### src/rtl/shfs_pkg.sv
`default_nettype none
package shfs_pkg;
  // register byte offsets on the bus
  localparam logic [3:0] OFS_PRIORITY  = 4'h0;
  localparam logic [3:0] OFS_CONTROL   = 4'h4;
  localparam logic [3:0] OFS_FLAGS     = 4'h8;
  localparam logic [3:0] OFS_FAULT_ADR = 4'hC;

  // tick_and_pendable_priority fields
  localparam int TICK_PRIO_MSB    = 31;
  localparam int TICK_PRIO_LSB    = 28;
  localparam int PENDABLE_SERVICE_EXCEPTION_PRIO_MSB  = 23;
  localparam int PENDABLE_SERVICE_EXCEPTION_PRIO_LSB  = 20;
  localparam int PRIO_W           = 4;
  localparam logic [3:0] PRIO_RESET = 4'h0;

  // handler_control_and_state layout
  localparam int USAGE_ENA_BIT    = 18;
  localparam int BUS_ENA_BIT      = 17;
  localparam int MEM_ENA_BIT      = 16;
  localparam int SVC_PEND_BIT     = 15;
  localparam int BUS_PEND_BIT     = 14;
  localparam int MEM_PEND_BIT     = 13;
  localparam int USAGE_PEND_BIT   = 12;
  localparam int TICK_ACT_BIT     = 11;
  localparam int PENDABLE_SERVICE_EXCEPTION_ACT_BIT   = 10;
  localparam int MONITOR_ACT_BIT  = 8;
  localparam int SVC_ACT_BIT      = 7;
  localparam int USAGE_ACT_BIT    = 3;
  localparam int BUS_ACT_BIT      = 1;
  localparam int MEM_ACT_BIT      = 0;
  localparam logic [31:0] CONTROL_MASK  = 32'h0007_FD8B;
  localparam logic [31:0] CONTROL_RESET = 32'h0000_0000;
  localparam logic [11:0] ACTIVE_MASK   = 12'h0D8B;

  // memory_fault_status_byte positions in configurable_fault_flags
  localparam int FETCH_VIOL_BIT   = 0;
  localparam int DATA_VIOL_BIT    = 1;
  localparam int UNSTACK_ERR_BIT  = 3;
  localparam int STACK_ERR_BIT    = 4;
  localparam int LAZY_FP_ERR_BIT  = 5;
  localparam int ADR_VALID_BIT    = 7;
  localparam int NUM_FLAGS        = 6;
  localparam logic FLAG_RESET     = 1'b0;
  localparam logic [31:0] FAULT_ADR_RESET = 32'h0000_0000;
endpackage
`default_nettype wire

### src/rtl/shfs_sticky_flag.sv
`default_nettype none
module shfs_sticky_flag (
  // clock and reset
  input  wire logic clk,
  input  wire logic rst_n,
  // events
  input  wire logic set,
  input  wire logic clr,
  // state
  output logic      q
);
  import shfs_pkg::*;

  logic next_q;

  // a raising event in the clearing cycle is kept
  assign next_q = set | (q & ~clr); // see RQ20

  always_ff @(posedge clk or negedge rst_n) begin
    if (!rst_n) begin
      q <= FLAG_RESET;
    end else begin
      q <= next_q;
    end
  end
endmodule
`default_nettype wire

### src/rtl/shfs_system_handler.sv
// Function
// RQ1 - tick priority held in bits 31:24
// RQ2 - pendable service priority in bits 23:16
// RQ3 - priority low nibble reads zero, ignores writes
// RQ4 - enable bits for usage, bus, memory faults
// RQ5 - disabled fault handler escalates to hard fault
// RQ6 - pending bits read current pending state
// RQ7 - software writes set or clear pending
// RQ8 - active bits reflect exception active state
// RQ9 - software writes change active state
// RQ10 - software keeps stacked context consistent
// RQ11 - software uses read-modify-write after enabling
// RQ12 - fetch from non-executable location flags violation
// RQ13 - fetch violation captures no fault address
// RQ14 - load or store violation flags data violation
// RQ15 - data violation captures access address
// RQ16 - unstacking violation flag, no address capture
// RQ17 - stacking violation flag, no address capture
// RQ18 - address valid only when address captured
// RQ19 - lazy floating point violation flag
// RQ20 - flags stay until written one
// RQ21 - unused bits read zero, ignore writes
`default_nettype none
module shfs_system_handler #(
  parameter int ADR_W = 4
) (
  // clock and reset
  input  wire logic              clk,
  input  wire logic              rst_n,
  // wishbone slave
  input  wire logic              wb_cyc,
  input  wire logic              wb_stb,
  input  wire logic              wb_we,
  input  wire logic [ADR_W-1:0]  wb_adr,
  input  wire logic [3:0]        wb_sel,
  input  wire logic [31:0]       wb_dat_wr,
  output logic      [31:0]       wb_dat_rd,
  output logic                   wb_ack,
  // core exception state events, bit positions as in the control register
  input  wire logic [3:0]        pend_set,
  input  wire logic [3:0]        pend_clr,
  input  wire logic [11:0]       active_set,
  input  wire logic [11:0]       active_clr,
  // fault requests {usage, bus, memory}
  input  wire logic [2:0]        fault_req,
  // memory protection events
  input  wire logic              fetch_access_violation_evt,
  input  wire logic              data_access_violation_evt,
  input  wire logic [31:0]       data_access_address,
  input  wire logic              unstacking_error_evt,
  input  wire logic              stacking_error_evt,
  input  wire logic              lazy_fp_error_evt,
  // exception state toward the core
  output logic      [shfs_pkg::PRIO_W-1:0] tick_priority_field,
  output logic      [shfs_pkg::PRIO_W-1:0] pendable_service_priority_field,
  output logic      [2:0]        fault_enable,
  output logic      [3:0]        exception_pending,
  output logic      [11:0]       exception_active,
  output logic      [2:0]        fault_take,
  output logic                   escalate_hard_fault
);
  import shfs_pkg::*;

  logic [PRIO_W-1:0] tick_prio;
  logic [PRIO_W-1:0] pendable_service_exception_prio;
  logic [31:0]       control;
  logic [31:0]       fault_adr;
  logic [NUM_FLAGS-1:0] flag_q;

  // bus decode
  wire        req_live     = wb_cyc & wb_stb;
  wire        write_fire   = req_live & wb_we & wb_ack;
  wire        hit_prio     = (wb_adr == ADR_W'(OFS_PRIORITY));
  wire        hit_ctl      = (wb_adr == ADR_W'(OFS_CONTROL));
  wire        hit_flags    = (wb_adr == ADR_W'(OFS_FLAGS));
  wire        hit_adr      = (wb_adr == ADR_W'(OFS_FAULT_ADR));
  wire [31:0] byte_mask    = {{8{wb_sel[3]}}, {8{wb_sel[2]}}, {8{wb_sel[1]}}, {8{wb_sel[0]}}};
  wire        wr_prio      = write_fire & hit_prio;
  wire        wr_ctl       = write_fire & hit_ctl;
  wire        wr_flags     = write_fire & hit_flags;
  wire        wr_adr       = write_fire & hit_adr;

  // read values
  wire [31:0] prio_view    = {tick_prio, 4'h0, pendable_service_exception_prio, 4'h0, 16'h0000}; // see RQ3
  wire [31:0] flags_view   = {24'h00_0000, flag_q[5], 1'b0, flag_q[4:2], 1'b0,
                              flag_q[1:0]};
  logic [31:0] read_mux;
  always_comb begin
    if (hit_prio) begin
      read_mux = prio_view;
    end else if (hit_ctl) begin
      read_mux = control;
    end else if (hit_flags) begin
      read_mux = flags_view;
    end else if (hit_adr) begin
      read_mux = fault_adr;
    end else begin
      read_mux = 32'h0000_0000;
    end
  end

  // bus: one cycle to ack, data registered with it
  always_ff @(posedge clk or negedge rst_n) begin
    if (!rst_n) begin
      wb_ack    <= 1'b0;
      wb_dat_rd <= 32'h0000_0000;
    end else begin
      wb_ack    <= req_live & ~wb_ack;
      wb_dat_rd <= (req_live & ~wb_ack & ~wb_we) ? read_mux : 32'h0000_0000;
    end
  end

  // priority register, upper nibble of bytes 3 and 2 only
  wire [PRIO_W-1:0] next_tick_prio =
    (wr_prio & wb_sel[3]) ? wb_dat_wr[TICK_PRIO_MSB:TICK_PRIO_LSB] : tick_prio; // see RQ1
  wire [PRIO_W-1:0] next_pendable_service_exception_prio =
    (wr_prio & wb_sel[2]) ? wb_dat_wr[PENDABLE_SERVICE_EXCEPTION_PRIO_MSB:PENDABLE_SERVICE_EXCEPTION_PRIO_LSB] : pendable_service_exception_prio; // see RQ2

  always_ff @(posedge clk or negedge rst_n) begin
    if (!rst_n) begin
      tick_prio   <= PRIO_RESET;
      pendable_service_exception_prio <= PRIO_RESET;
    end else begin
      tick_prio   <= next_tick_prio;
      pendable_service_exception_prio <= next_pendable_service_exception_prio;
    end
  end

  // control and state: enabled faults become pending, disabled ones escalate
  wire [2:0]  fault_enabled = {control[USAGE_ENA_BIT], control[BUS_ENA_BIT],
                               control[MEM_ENA_BIT]}; // see RQ4
  wire [2:0]  taken         = fault_req & fault_enabled;
  wire        escalate      = |(fault_req & ~fault_enabled); // see RQ5
  wire [3:0]  pend_set_all  = pend_set | {1'b0, taken[1], taken[0], taken[2]};
  wire [31:0] hw_set        = {16'h0000, pend_set_all, active_set & ACTIVE_MASK};
  wire [31:0] hw_clr        = {16'h0000, pend_clr, active_clr & ACTIVE_MASK};
  wire [31:0] sw_merged     = (control & ~byte_mask) | (wb_dat_wr & byte_mask);
  // software value stands in for the old state; hardware sets still win
  wire [31:0] next_control  =
    ((wr_ctl ? sw_merged : (control & ~hw_clr)) | hw_set) & CONTROL_MASK; // see RQ7, RQ9, RQ21

  always_ff @(posedge clk or negedge rst_n) begin
    if (!rst_n) begin
      control <= CONTROL_RESET;
    end else begin
      control <= next_control; // see RQ6, RQ8
    end
  end

  always_ff @(posedge clk or negedge rst_n) begin
    if (!rst_n) begin
      fault_take          <= 3'b000;
      escalate_hard_fault <= 1'b0;
    end else begin
      fault_take          <= taken;
      escalate_hard_fault <= escalate; // see RQ5
    end
  end

  // memory fault status flags, write one to clear
  wire [NUM_FLAGS-1:0] flag_set = {data_access_violation_evt, // see RQ18
                                   lazy_fp_error_evt,          // see RQ19
                                   stacking_error_evt,         // see RQ17
                                   unstacking_error_evt,       // see RQ16
                                   data_access_violation_evt,  // see RQ14
                                   fetch_access_violation_evt}; // see RQ12
  wire [31:0] w1c = (wr_flags ? (wb_dat_wr & byte_mask) : 32'h0000_0000);
  wire [NUM_FLAGS-1:0] flag_clr = {w1c[ADR_VALID_BIT], w1c[LAZY_FP_ERR_BIT],
                                   w1c[STACK_ERR_BIT], w1c[UNSTACK_ERR_BIT],
                                   w1c[DATA_VIOL_BIT], w1c[FETCH_VIOL_BIT]};

  genvar gi;
  generate
    for (gi = 0; gi < NUM_FLAGS; gi++) begin : g_flag
      shfs_sticky_flag u_flag (
        .clk   (clk),
        .rst_n (rst_n),
        .set   (flag_set[gi]),
        .clr   (flag_clr[gi]),
        .q     (flag_q[gi])
      );
    end
  endgenerate

  // a data violation, else a bus write, loads the address; other faults leave it alone
  wire [31:0] sw_adr        = (fault_adr & ~byte_mask) | (wb_dat_wr & byte_mask);
  wire [31:0] next_fault_adr = data_access_violation_evt ? data_access_address // see RQ15
                             : (wr_adr ? sw_adr : fault_adr); // see RQ13

  always_ff @(posedge clk or negedge rst_n) begin
    if (!rst_n) begin
      fault_adr <= FAULT_ADR_RESET;
    end else begin
      fault_adr <= next_fault_adr;
    end
  end

  // outputs toward the core
  assign tick_priority_field             = tick_prio;
  assign pendable_service_priority_field = pendable_service_exception_prio;
  assign fault_enable      = fault_enabled;
  assign exception_pending = control[SVC_PEND_BIT:USAGE_PEND_BIT];
  assign exception_active  = control[11:0];
endmodule
`default_nettype wire

### config.mk
export PLATFORM = sky130hd
export DESIGN_NAME = shfs_system_handler
export DESIGN_NICKNAME = d
export VERILOG_FILES = /design/src/rtl/shfs_pkg.sv /design/src/rtl/shfs_sticky_flag.sv /design/src/rtl/shfs_system_handler.sv
export SDC_FILE = /design/constraint.sdc
export NUM_CORES = 1
export LEC_CHECK = 0
export ABC_AREA = 1
export BUFFER_PORTS_ARGS = -buffer_cell sky130_fd_sc_hd__clkbuf_2
export CORE_UTILIZATION = 53
export CTS_BUF_LIST = sky130_fd_sc_hd__clkbuf_16
export DETAILED_ROUTE_END_ITERATION = 6
export GPL_ROUTABILITY_DRIVEN = 0
export PLACE_DENSITY = 0.85
export SYNTH_ARGS = -nofsm -noshare
export SYNTH_HDL_FRONTEND = slang
export SYNTH_SLANG_ARGS = --single-unit
### constraint.sdc
create_clock -name clk -period 3.2 [get_ports clk]
set_input_delay 0.96 -clock clk [delete_from_list [all_inputs] [get_ports clk]]
set_output_delay 0.96 -clock clk [all_outputs]
set_load 0.02 [all_outputs]
==> results of run 1 <==
-- layer usage --
metal	global-route usage [%]	up-vias
li1	-	2218
met1	36.4	2142
met2	48.0	196
met3	5.69	16
met4	10.1	0
met5	0	-
-- through the flow --
step	instance area, sq um	utilization, %	setup WS [ns]
final	5880	70.1	1.14
after global routing	5880	70.1	1.04
after CTS	5880	70.1	1.16
after detailed placement	5560	66.4	0.803
after global placement	5560	66.4	0.846
after floorplan	4680	-	1.34
-- final cells by class --
class | count | area [sq um] | share of cell area (%)
repair buffers | 173 | 913 | 15.5
clock inverters | 7 | 87.6 | 1.49
multi-input cells | 441 | 1930 | 32.8
well taps | 105 | 131 | 2.24
clock buffers | 9 | 225 | 3.83
inverters | 44 | 165 | 2.81
flip-flops and latches | 97 | 2430 | 41.3
-- cells in the final DEF, fill, tap and decap left out, types with 4 or more instances in the layout --
cell and instances:
dfrtp_1 97, nand2_2 4, buf_4 7, nand3_1 63, o21ai_0 29, a21oi_1 15, nand3b_1 8, conb_1 5
nor2_4 4, nand3_2 4, nand2_1 262, clkbuf_2 164, nand4_1 8, clkbuf_16 9, inv_1 44, nor2_1 33
-- power groups by stage --
stage / Clock [uW] / Sequential, uW / Combinational [uW]
after floorplan: 0 / 1350 / 165
after global placement: 0 / 1340 / 323
after detailed placement: 0 / 1340 / 335
after CTS: 1140 / 1310 / 336
after global routing: 1210 / 1320 / 377
final: 1140 / 1320 / 335
-- logic make-up after synthesis --
family	count (synthesis)	synth area share [%]
AO/OA/AOI/OAI	47	5.18
other	1	0.0804
flip-flops	97	52.0
AND/OR/NAND/NOR	389	35.7
buffers and inverters	74	7.00
-- final timing paths --
kind,to,slack (ns)
setup / recovery,flip-flop,1.14
setup reg to reg,flip-flop,1.56
max in group asynchronous,async pin,1.82
min in group asynchronous,wb_dat_rd[17]$_DFF_PN0_,0.68
hold / removal,wb_ack$_DFF_PN0_,0.49
hold reg to reg,wb_ack$_DFF_PN0_,0.49
-- critical path, delay by kind of cell --
family / cells / cell delay, ns
buffers and inverters: 3 / 1.00
and+or+nand+nor: 3 / 0.32
==> results_dict.tcl, run 1 <==
set metrics [dict create \
    cts_buffers 9 \
    pwr-share-comb_pct 12.0 \
    die_area_sq_um 9180 \
    criticalPathCategory "primary input to flip-flop" \
    synthFlopType "dfrtp_1" \
    ctsHtreeMaxLevel 3 \
    io_pins 181 \
    holdWs_ns 0.494 \
    cpMostUsedCell "nand2_1" \
    root_buffer "clkbuf_16" \
    synth_edf_count 0 \
    p_clk_share_pct 40.8 \
    wl_per_cell_microns 14.0 \
    p_leak_uw 0.00332 \
    synth.avg_cell_area_sq_um 7.67 \
    met1_length_microns 5120 \
    grt_antenna_before_repair 0 \
    fin_nets 883 \
    post-synth-top-count-cell "nand2_1" \
    synthTopCellsByCount "nand2_1, dfrtp_1, nand3_1" \
    die_y_microns 95.8 \
    critPathMaxFanout 34 \
    path_clk_slew_ns 0.07 \
    p_int_uw 2080 \
    synth_top_cell_by_area "dfrtp_1" \
    min_period_ns 2.06 \
    clk_latency_ns 0.34 \
    die_w_microns 95.8 \
    crit_path_max_incr_delay_ns 0.43 \
    vias 4572 \
    drc 0 \
    fin_skew_ns 0.00476 \
    start_util_pct 55.7 \
    layout-drive-gt1-share_pct 26.3 \
    core_region_area_sq_um 8380 \
    row_count 33 \
    dr_wl_met3_microns 875 \
    path_cells "clkbuf_2 -> inv_2 -> buf_12 -> nand2_2 -> nand2_1 -> nand2_1" \
    holdBufCountCts 0 \
    end_kind "flip-flop" \
    fin_crit_sh_pct 64.4 \
    track_usage_pct 28.4 \
    finalPower_uw 2790 \
    drtAntennaViolNets 0 \
    worstPathArrival_ns 2.29 \
    viasPerCell 5.22 \
    worst_slew_margin_rel_pct 49.5 \
    synth_cell_types 24 \
    cts_sinks 97 \
    cts_tree "yes" \
    critPathLaunch "data_access_violation_evt" \
    first_global_vias 4213 \
    pwr-share-seq_pct 47.2 \
    status "complete, no violations" \
    finalSetupTns_ns 0 \
    syn-cell-area_sq_um 4670 \
    crit_slowest_cell "inv_2" \
    drv_slew 0 \
    clockBufferDepth 2 \
    ys_seq_area_share_pct 52.0 \
    regToRegStartpoint "wb_ack$_DFF_PN0_" \
    first_pass_iters 5 \
    finalWirelength_microns 12300 \
    nFillCells 670 \
    syn_inst 608 \
    p_per_area_nw_per_um2 474 \
    rsz0062_at_grt "false" \
    fmax_mhz 486 \
    cts_setup_buffers 0 \
    async_flop_share_pct 100 \
    io_buffers 165 \
    layout.cells.non_filler 876 \
    ys_top_cells_by_area "dfrtp_1, nand2_1, nand3_1, inv_1, o21ai_0" \
    overflow 0 \
    drt_iter0_markers 184 \
    min_path_cells 1 \
    ir_drop_mv 0.247 \
    synth-seq-cells 97 \
    p_sw_share_pct 25.2 \
    maxCapViolCount 0 \
    critPathLaunchType "primary input" \
    worstHoldStart "wb_ack$_DFF_PN0_" \
    placedCellCount 860 \
    cp.required_ns 3.43 \
    dp_hpwl_microns 8980 \
    yosys_warnings 0 \
    cts.repair.resized 0 \
    grt_max_degree 59 \
    wl_met2_microns 6060 \
    routed.top_layer "met4" \
    synthToLayoutAreaGrowth_pct 26.0 \
    synth_top_area_share_pct 52.0 \
    grt_pass1_wl_microns 19600 \
    setup_viol 0 \
    hold_viol_final 0 \
    n_antenna_cell 0 \
    p_switching_uw 703 \
    worst_pin_slew_ns 0.757 \
    reg2reg_depth 7 \
    hp-class "flip-flop to flip-flop" \
]
(Power assumes the default switching activity.)
==> inputs of run 2 (changes only) <==
- ABC_AREA: 1 -> 0
- CORE_UTILIZATION: 53 -> 43
- PLACE_DENSITY: 0.85 -> 0.75
- clock period: 3.2 -> 1.75 ns (I/O delays scaled with it)
==> run 2 against run 1 <==
Against the previous run:
- core utilization down 11 points
- non-clock buffer count is 15 higher
- hold slack got worse by 0.26 ns
- clock power grew 64%
- count of clock-buffer cells in the layout unchanged
- first-iteration DRC count fell by 47%
- flip-flop and latch count is the same
- final cell count down 20%
- via count fell by 19%
- highest routed layer unchanged
- critical path type is now flip-flop to flip-flop
==> results_dict.tcl, run 2 <==
set metrics [dict create \
    finalPower_uw 4820 \
    synth_edf_count 0 \
    async_flop_share_pct 100 \
    yosys_warnings 0 \
    die_w_microns 102 \
    synthTopCellsByCount "dfrtp_1, nand2_1, nor2b_1" \
    dp_hpwl_microns 8120 \
    synthFlopType "dfrtp_1" \
    synth_cell_types 34 \
    n_antenna_cell 0 \
    cts_buffers 9 \
    critPathLaunchType "flip-flop" \
    holdWs_ns 0.236 \
    cp.required_ns 1.95 \
    synth-seq-cells 97 \
    viasPerCell 5.23 \
    p_per_area_nw_per_um2 859 \
    crit_slowest_cell "dfrtp_1" \
    rrSetupSlack_ns 0.14 \
    path_cells "and4_4 -> buf_4 -> nand3b_1 -> o21ai_0 -> a221o_1" \
    grt_antenna_before_repair 0 \
    syn_inst 400 \
    finalWirelength_microns 11200 \
    first_pass_iters 4 \
    r2r_end "control[8]$_DFF_PN0_" \
    regToRegStartpoint "wb_ack$_DFF_PN0_" \
    root_buffer "clkbuf_16" \
    fin_skew_ns 0.0127 \
    fin_nets 688 \
    worst_slew_margin_rel_pct 65.7 \
    io_buffers 165 \
    drc 0 \
    post-synth-top-count-cell "dfrtp_1" \
    cts_sinks 97 \
    critPathMaxFanout 7 \
    maxCapViolCount 0 \
    synth_top_area_share_pct 57.0 \
    layout-drive-gt1-share_pct 39.3 \
    synth_top_cell_by_area "dfrtp_1" \
    final_cell_mix "clkbuf_2, dfrtp_1, nand2_1" \
    core_region_area_sq_um 9420 \
    clockBufferDepth 2 \
    post-route-util_pct 59.6 \
    first_global_vias 3667 \
    ys_top_cells_by_area "dfrtp_1, nor2b_1, a31oi_1, mux2_2, a22oi_1" \
    fin_crit_sh_pct 92.1 \
    wl_per_cell_microns 15.9 \
    ctsHtreeMaxLevel 3 \
    criticalPathCategory "flip-flop to flip-flop" \
    end_kind "flip-flop" \
    drtAntennaViolNets 0 \
    ys_seq_area_share_pct 57.0 \
    die_y_microns 102 \
    overflow 0 \
    cts_tree "yes" \
    nFillCells 813 \
    vias 3681 \
    synth.avg_cell_area_sq_um 10.7 \
    synthToLayoutAreaGrowth_pct 31.7 \
    worst_pin_slew_ns 0.514 \
    reg2reg_depth 5 \
    syn-cell-area_sq_um 4260 \
    ir_drop_mv 0.492 \
    layout_commonest_cell "clkbuf_2" \
    io_pins 181 \
    p_leak_uw 0.00282 \
    fmax_mhz 620 \
    status "complete, no violations" \
    track_usage_pct 22.5 \
    grt_max_degree 98 \
    rsz0062_at_grt "false" \
    min_period_ns 1.61 \
    crit_path_max_incr_delay_ns 0.40 \
    row_count 35 \
    hold_viol_final 0 \
    die_area_sq_um 10300 \
    start_util_pct 45.3 \
    path_clk_slew_ns 0.07 \
    critPathLaunch "wb_ack$_DFF_PN0_" \
    clk_latency_ns 0.33 \
    cts_setup_buffers 0 \
    worstPathArrival_ns 1.81 \
    setup_viol 0 \
    grt_pass1_wl_microns 17700 \
    drt_iter0_markers 98 \
    hp-class "primary input to async pin" \
    drv_slew 0 \
]
run 2: report_power, final:
group | internal, uW | switching (uW)
clock network | 1090 | 780
registers | 2340 | 59.4
logic | 244 | 301
run 2: through the flow:
step	cell area (sq um)	TNS [ns]	worst slack (ns)	std cells
final	5610	0	0.137	704
after global routing	5610	0	0.0599	704
after CTS	5600	0	0.0261	704
after detailed placement	5320	-4.41	-0.162	689
after global placement	5320	-3.55	-0.118	689
after floorplan	4280	0	0.00426	404
run 2: how the worst max path moves through the flow:
stage | end | slack, ns | depth (start not counted)
detailed placement | control[8]$_DFF_PN0_ | -0.16 | 6
global route | wb_dat_rd[26]$_DFF_PN0_ | 0.06 | 4
floorplan | control[10]$_DFF_PN0_ | 0.004 | 6
CTS | control[8]$_DFF_PN0_ | 0.03 | 5
finish | control[8]$_DFF_PN0_ | 0.14 | 5
global placement | control[15]$_DFF_PN0_ | -0.12 | 6
run 2: kinds of logic (layout without fill, tap and decap cells):
logic type	after synthesis	after routing	synth area share, %
flip-flops	97	97	57.0
other	1	5	0.0880
buffers and inverters	34	205	4.14
multiplexers	17	17	4.43
AO/OA/AOI/OAI	115	115	17.5
AND/OR/NAND/NOR	136	136	16.9
run 2: critical path, delay by kind of cell, from the launching register on:
kind,cells,cell delay (ns)
AO/OA/AOI/OAI,2,0.48
buffers and inverters,1,0.14
flip-flops,1,0.40
AND/OR/NAND/NOR,2,0.46
run 2: metal layers:
| metal | share of wire [%] | routed length [microns] | vias to the layer above | track usage, % |
|---|---|---|---|---|
| met4 | 1.1 | 124 | 0 | 6.91 |
| met2 | 49 | 5450 | 165 | 37.6 |
| met5 | 0 | 0 | - | 0 |
| li1 | - | - | 1757 | - |
| met3 | 6.2 | 689 | 12 | 4.62 |
| met1 | 44 | 4900 | 1747 | 29.5 |
run 2: area by class of cell:
| type | count | area (sq um) | area share [%] |
|---|---|---|---|
| timing repair buffer | 188 | 1040 | 18.5 |
| sequential | 97 | 2430 | 43.3 |
| multi-input combinational | 273 | 1690 | 30.1 |
| inverter | 2 | 7.51 | 0.134 |
| clock inverter | 6 | 62.6 | 1.12 |
| tap | 129 | 161 | 2.88 |
| clock buffer | 9 | 225 | 4.01 |
run 2: repair_timing:
| item | CTS | global route |
|---|---|---|
| setup endpoints to repair | 0 | 8 |
| gates resized for setup | 0 | 4 |
| hold buffers | 0 | 0 |
==> inputs of run 3 (changes only) <==
- ABC_AREA: 0 -> 1
- CORE_UTILIZATION: 43 -> 44
==> run 3 against run 2 <==
Against the previous run:
- setup slack better by 0.14 ns
- clock power is 9% higher
- highest routed layer unchanged
- largest cell class unchanged
- largest power group unchanged
- core utilization is 1.1 points lower
- count of clock-buffer cells in the layout stayed put
==> results_dict.tcl, run 3 (same netlist as run 1, synthesis figures left out) <==
set metrics [dict create \
    worstPathArrival_ns 0.95 \
    rsz0062_at_grt "false" \
    grt_antenna_before_repair 0 \
    p_sw_share_pct 24.7 \
    p_switching_uw 1250 \
    layout-drive-gt1-share_pct 27.3 \
    dp_slack_ns -0.0312 \
    cts_setup_buffers 0 \
    criticalPathCategory "flip-flop to primary output" \
    dp_hpwl_microns 9280 \
    clockBufferDepth 2 \
    cp.required_ns 1.22 \
    first_pass_iters 4 \
    path_clk_slew_ns 0.06 \
    root_buffer "clkbuf_16" \
    ctsHtreeMaxLevel 3 \
    ir_drop_mv 0.406 \
    p_int_uw 3820 \
    fin_nets 894 \
    viasPerCell 4.91 \
    pwr-share-comb_pct 12.5 \
    row_count 37 \
    die_area_sq_um 11000 \
    holdBufCountCts 0 \
    overflow 0 \
    finalWirelength_microns 12300 \
    crit_slowest_cell "dfrtp_1" \
    cts_sinks 97 \
    io_buffers 165 \
    first_global_vias 4263 \
    fin_crit_sh_pct 84.3 \
    p_leak_uw 0.00339 \
    critPathLaunchType "flip-flop" \
    synthToLayoutAreaGrowth_pct 29.3 \
    wl_per_cell_microns 13.5 \
    drt_iter0_markers 220 \
    p_clk_share_pct 40.0 \
    layout_commonest_cell "nand2_1" \
    maxCapViolCount 0 \
    clk_latency_ns 0.34 \
    drtAntennaViolNets 0 \
    end_kind "primary output" \
    pwr-share-seq_pct 47.5 \
    die_w_microns 105 \
    finalPower_uw 5070 \
    hp-class "primary input to async pin" \
    setup_ws_ns 0.275 \
    cts_buffers 9 \
    nFillCells 967 \
    cts.repair.resized 0 \
    min_period_ns 1.47 \
    n_antenna_cell 0 \
    crit_buf_inv 1 \
    status "complete, no violations" \
    die_y_microns 105 \
    fmax_mhz 678 \
    fin_skew_ns 0.00762 \
    grt_max_degree 44 \
    start_util_pct 45.2 \
    cp_top_family "flip-flops" \
    finalSetupTns_ns 0 \
    drv_slew 0 \
    setup_viol 0 \
    vias 4502 \
    hold_viol_final 0 \
    grt_pass1_wl_microns 20400 \
    critPathMaxFanout 5 \
    track_usage_pct 23.4 \
    io_pins 181 \
    path_cells "clkbuf_2" \
    p_per_area_nw_per_um2 839 \
    core_region_area_sq_um 10300 \
    cts_tree "yes" \
    crit_path_max_incr_delay_ns 0.42 \
    final_cell_mix "nand2_1, clkbuf_2, dfrtp_1" \
    drc 0 \
]
-- run 3: cell types whose count changed in the layout (fill, tap and decap cells not counted), moves of 19 or more --
| cell | previous run | this run |
|---|---|---|
| a22oi_1 | 22 | 0 |
| a31oi_1 | 32 | 0 |
| inv_1 | 4 | 43 |
| nand2_1 | 40 | 262 |
| nand3_1 | 5 | 63 |
| nor2b_1 | 34 | 0 |
| o21ai_0 | 10 | 29 |
-- run 3: final cells by class --
| cell class | count | area, sq um | area share (%) |
|---|---|---|---|
| clock buffers | 9 | 225 | 3.73 |
| clock inverters | 5 | 73.8 | 1.22 |
| flip-flops and latches | 97 | 2430 | 40.2 |
| inverters | 44 | 165 | 2.74 |
| well taps | 136 | 170 | 2.82 |
| multi-input cells | 441 | 1930 | 31.9 |
| repair buffers | 184 | 1050 | 17.3 |
-- run 3: power groups by stage --
stage	logic (uW)	clock network, uW	registers, uW
after floorplan	301	0	2470
after global routing	713	2150	2420
final	632	2030	2410
after global placement	617	0	2440
after detailed placement	635	0	2450
after CTS	639	2050	2410
-- run 3: final timing paths --
path	slack, ns	cells past startpoint	end	startpoint
max in group asynchronous	1.17	2	wb_dat_rd[31]$_DFF_PN0_	rst_n
max reg2reg	0.28	7	flip-flop	wb_ack$_DFF_PN0_
min in group clk	0.37	3	g_flag[2].u_flag.q$_DFF_PN0_	unstacking_error_evt
max	0.28	1	fault_enable[1]	flip-flop
min reg2reg	0.48	1	wb_ack$_DFF_PN0_	wb_ack$_DFF_PN0_
min	0.08	1	wb_dat_rd[17]$_DFF_PN0_	rst_n
-- run 3: routing by layer --
layer	global-route usage [%]	part of all wire, %
met5	0	0
met4	8.15	1.2
met3	3.62	5.2
met1	30.6	44
met2	39.6	50
-- run 3: per-stage QoR --
stage / instance area, sq um / hold slack, ns / utilization [%] / std cells
2_1_floorplan: 4680 / 0.229 / - / 612
3_3_place_gp: 5740 / 0.435 / 55.6 / 902
3_5_place_dp: 5740 / 0.438 / 55.6 / 902
4_1_cts: 6030 / 0.0798 / 58.5 / 916
5_1_grt: 6030 / 0.0875 / 58.5 / 916
6_report: 6030 / 0.0761 / 58.5 / 916
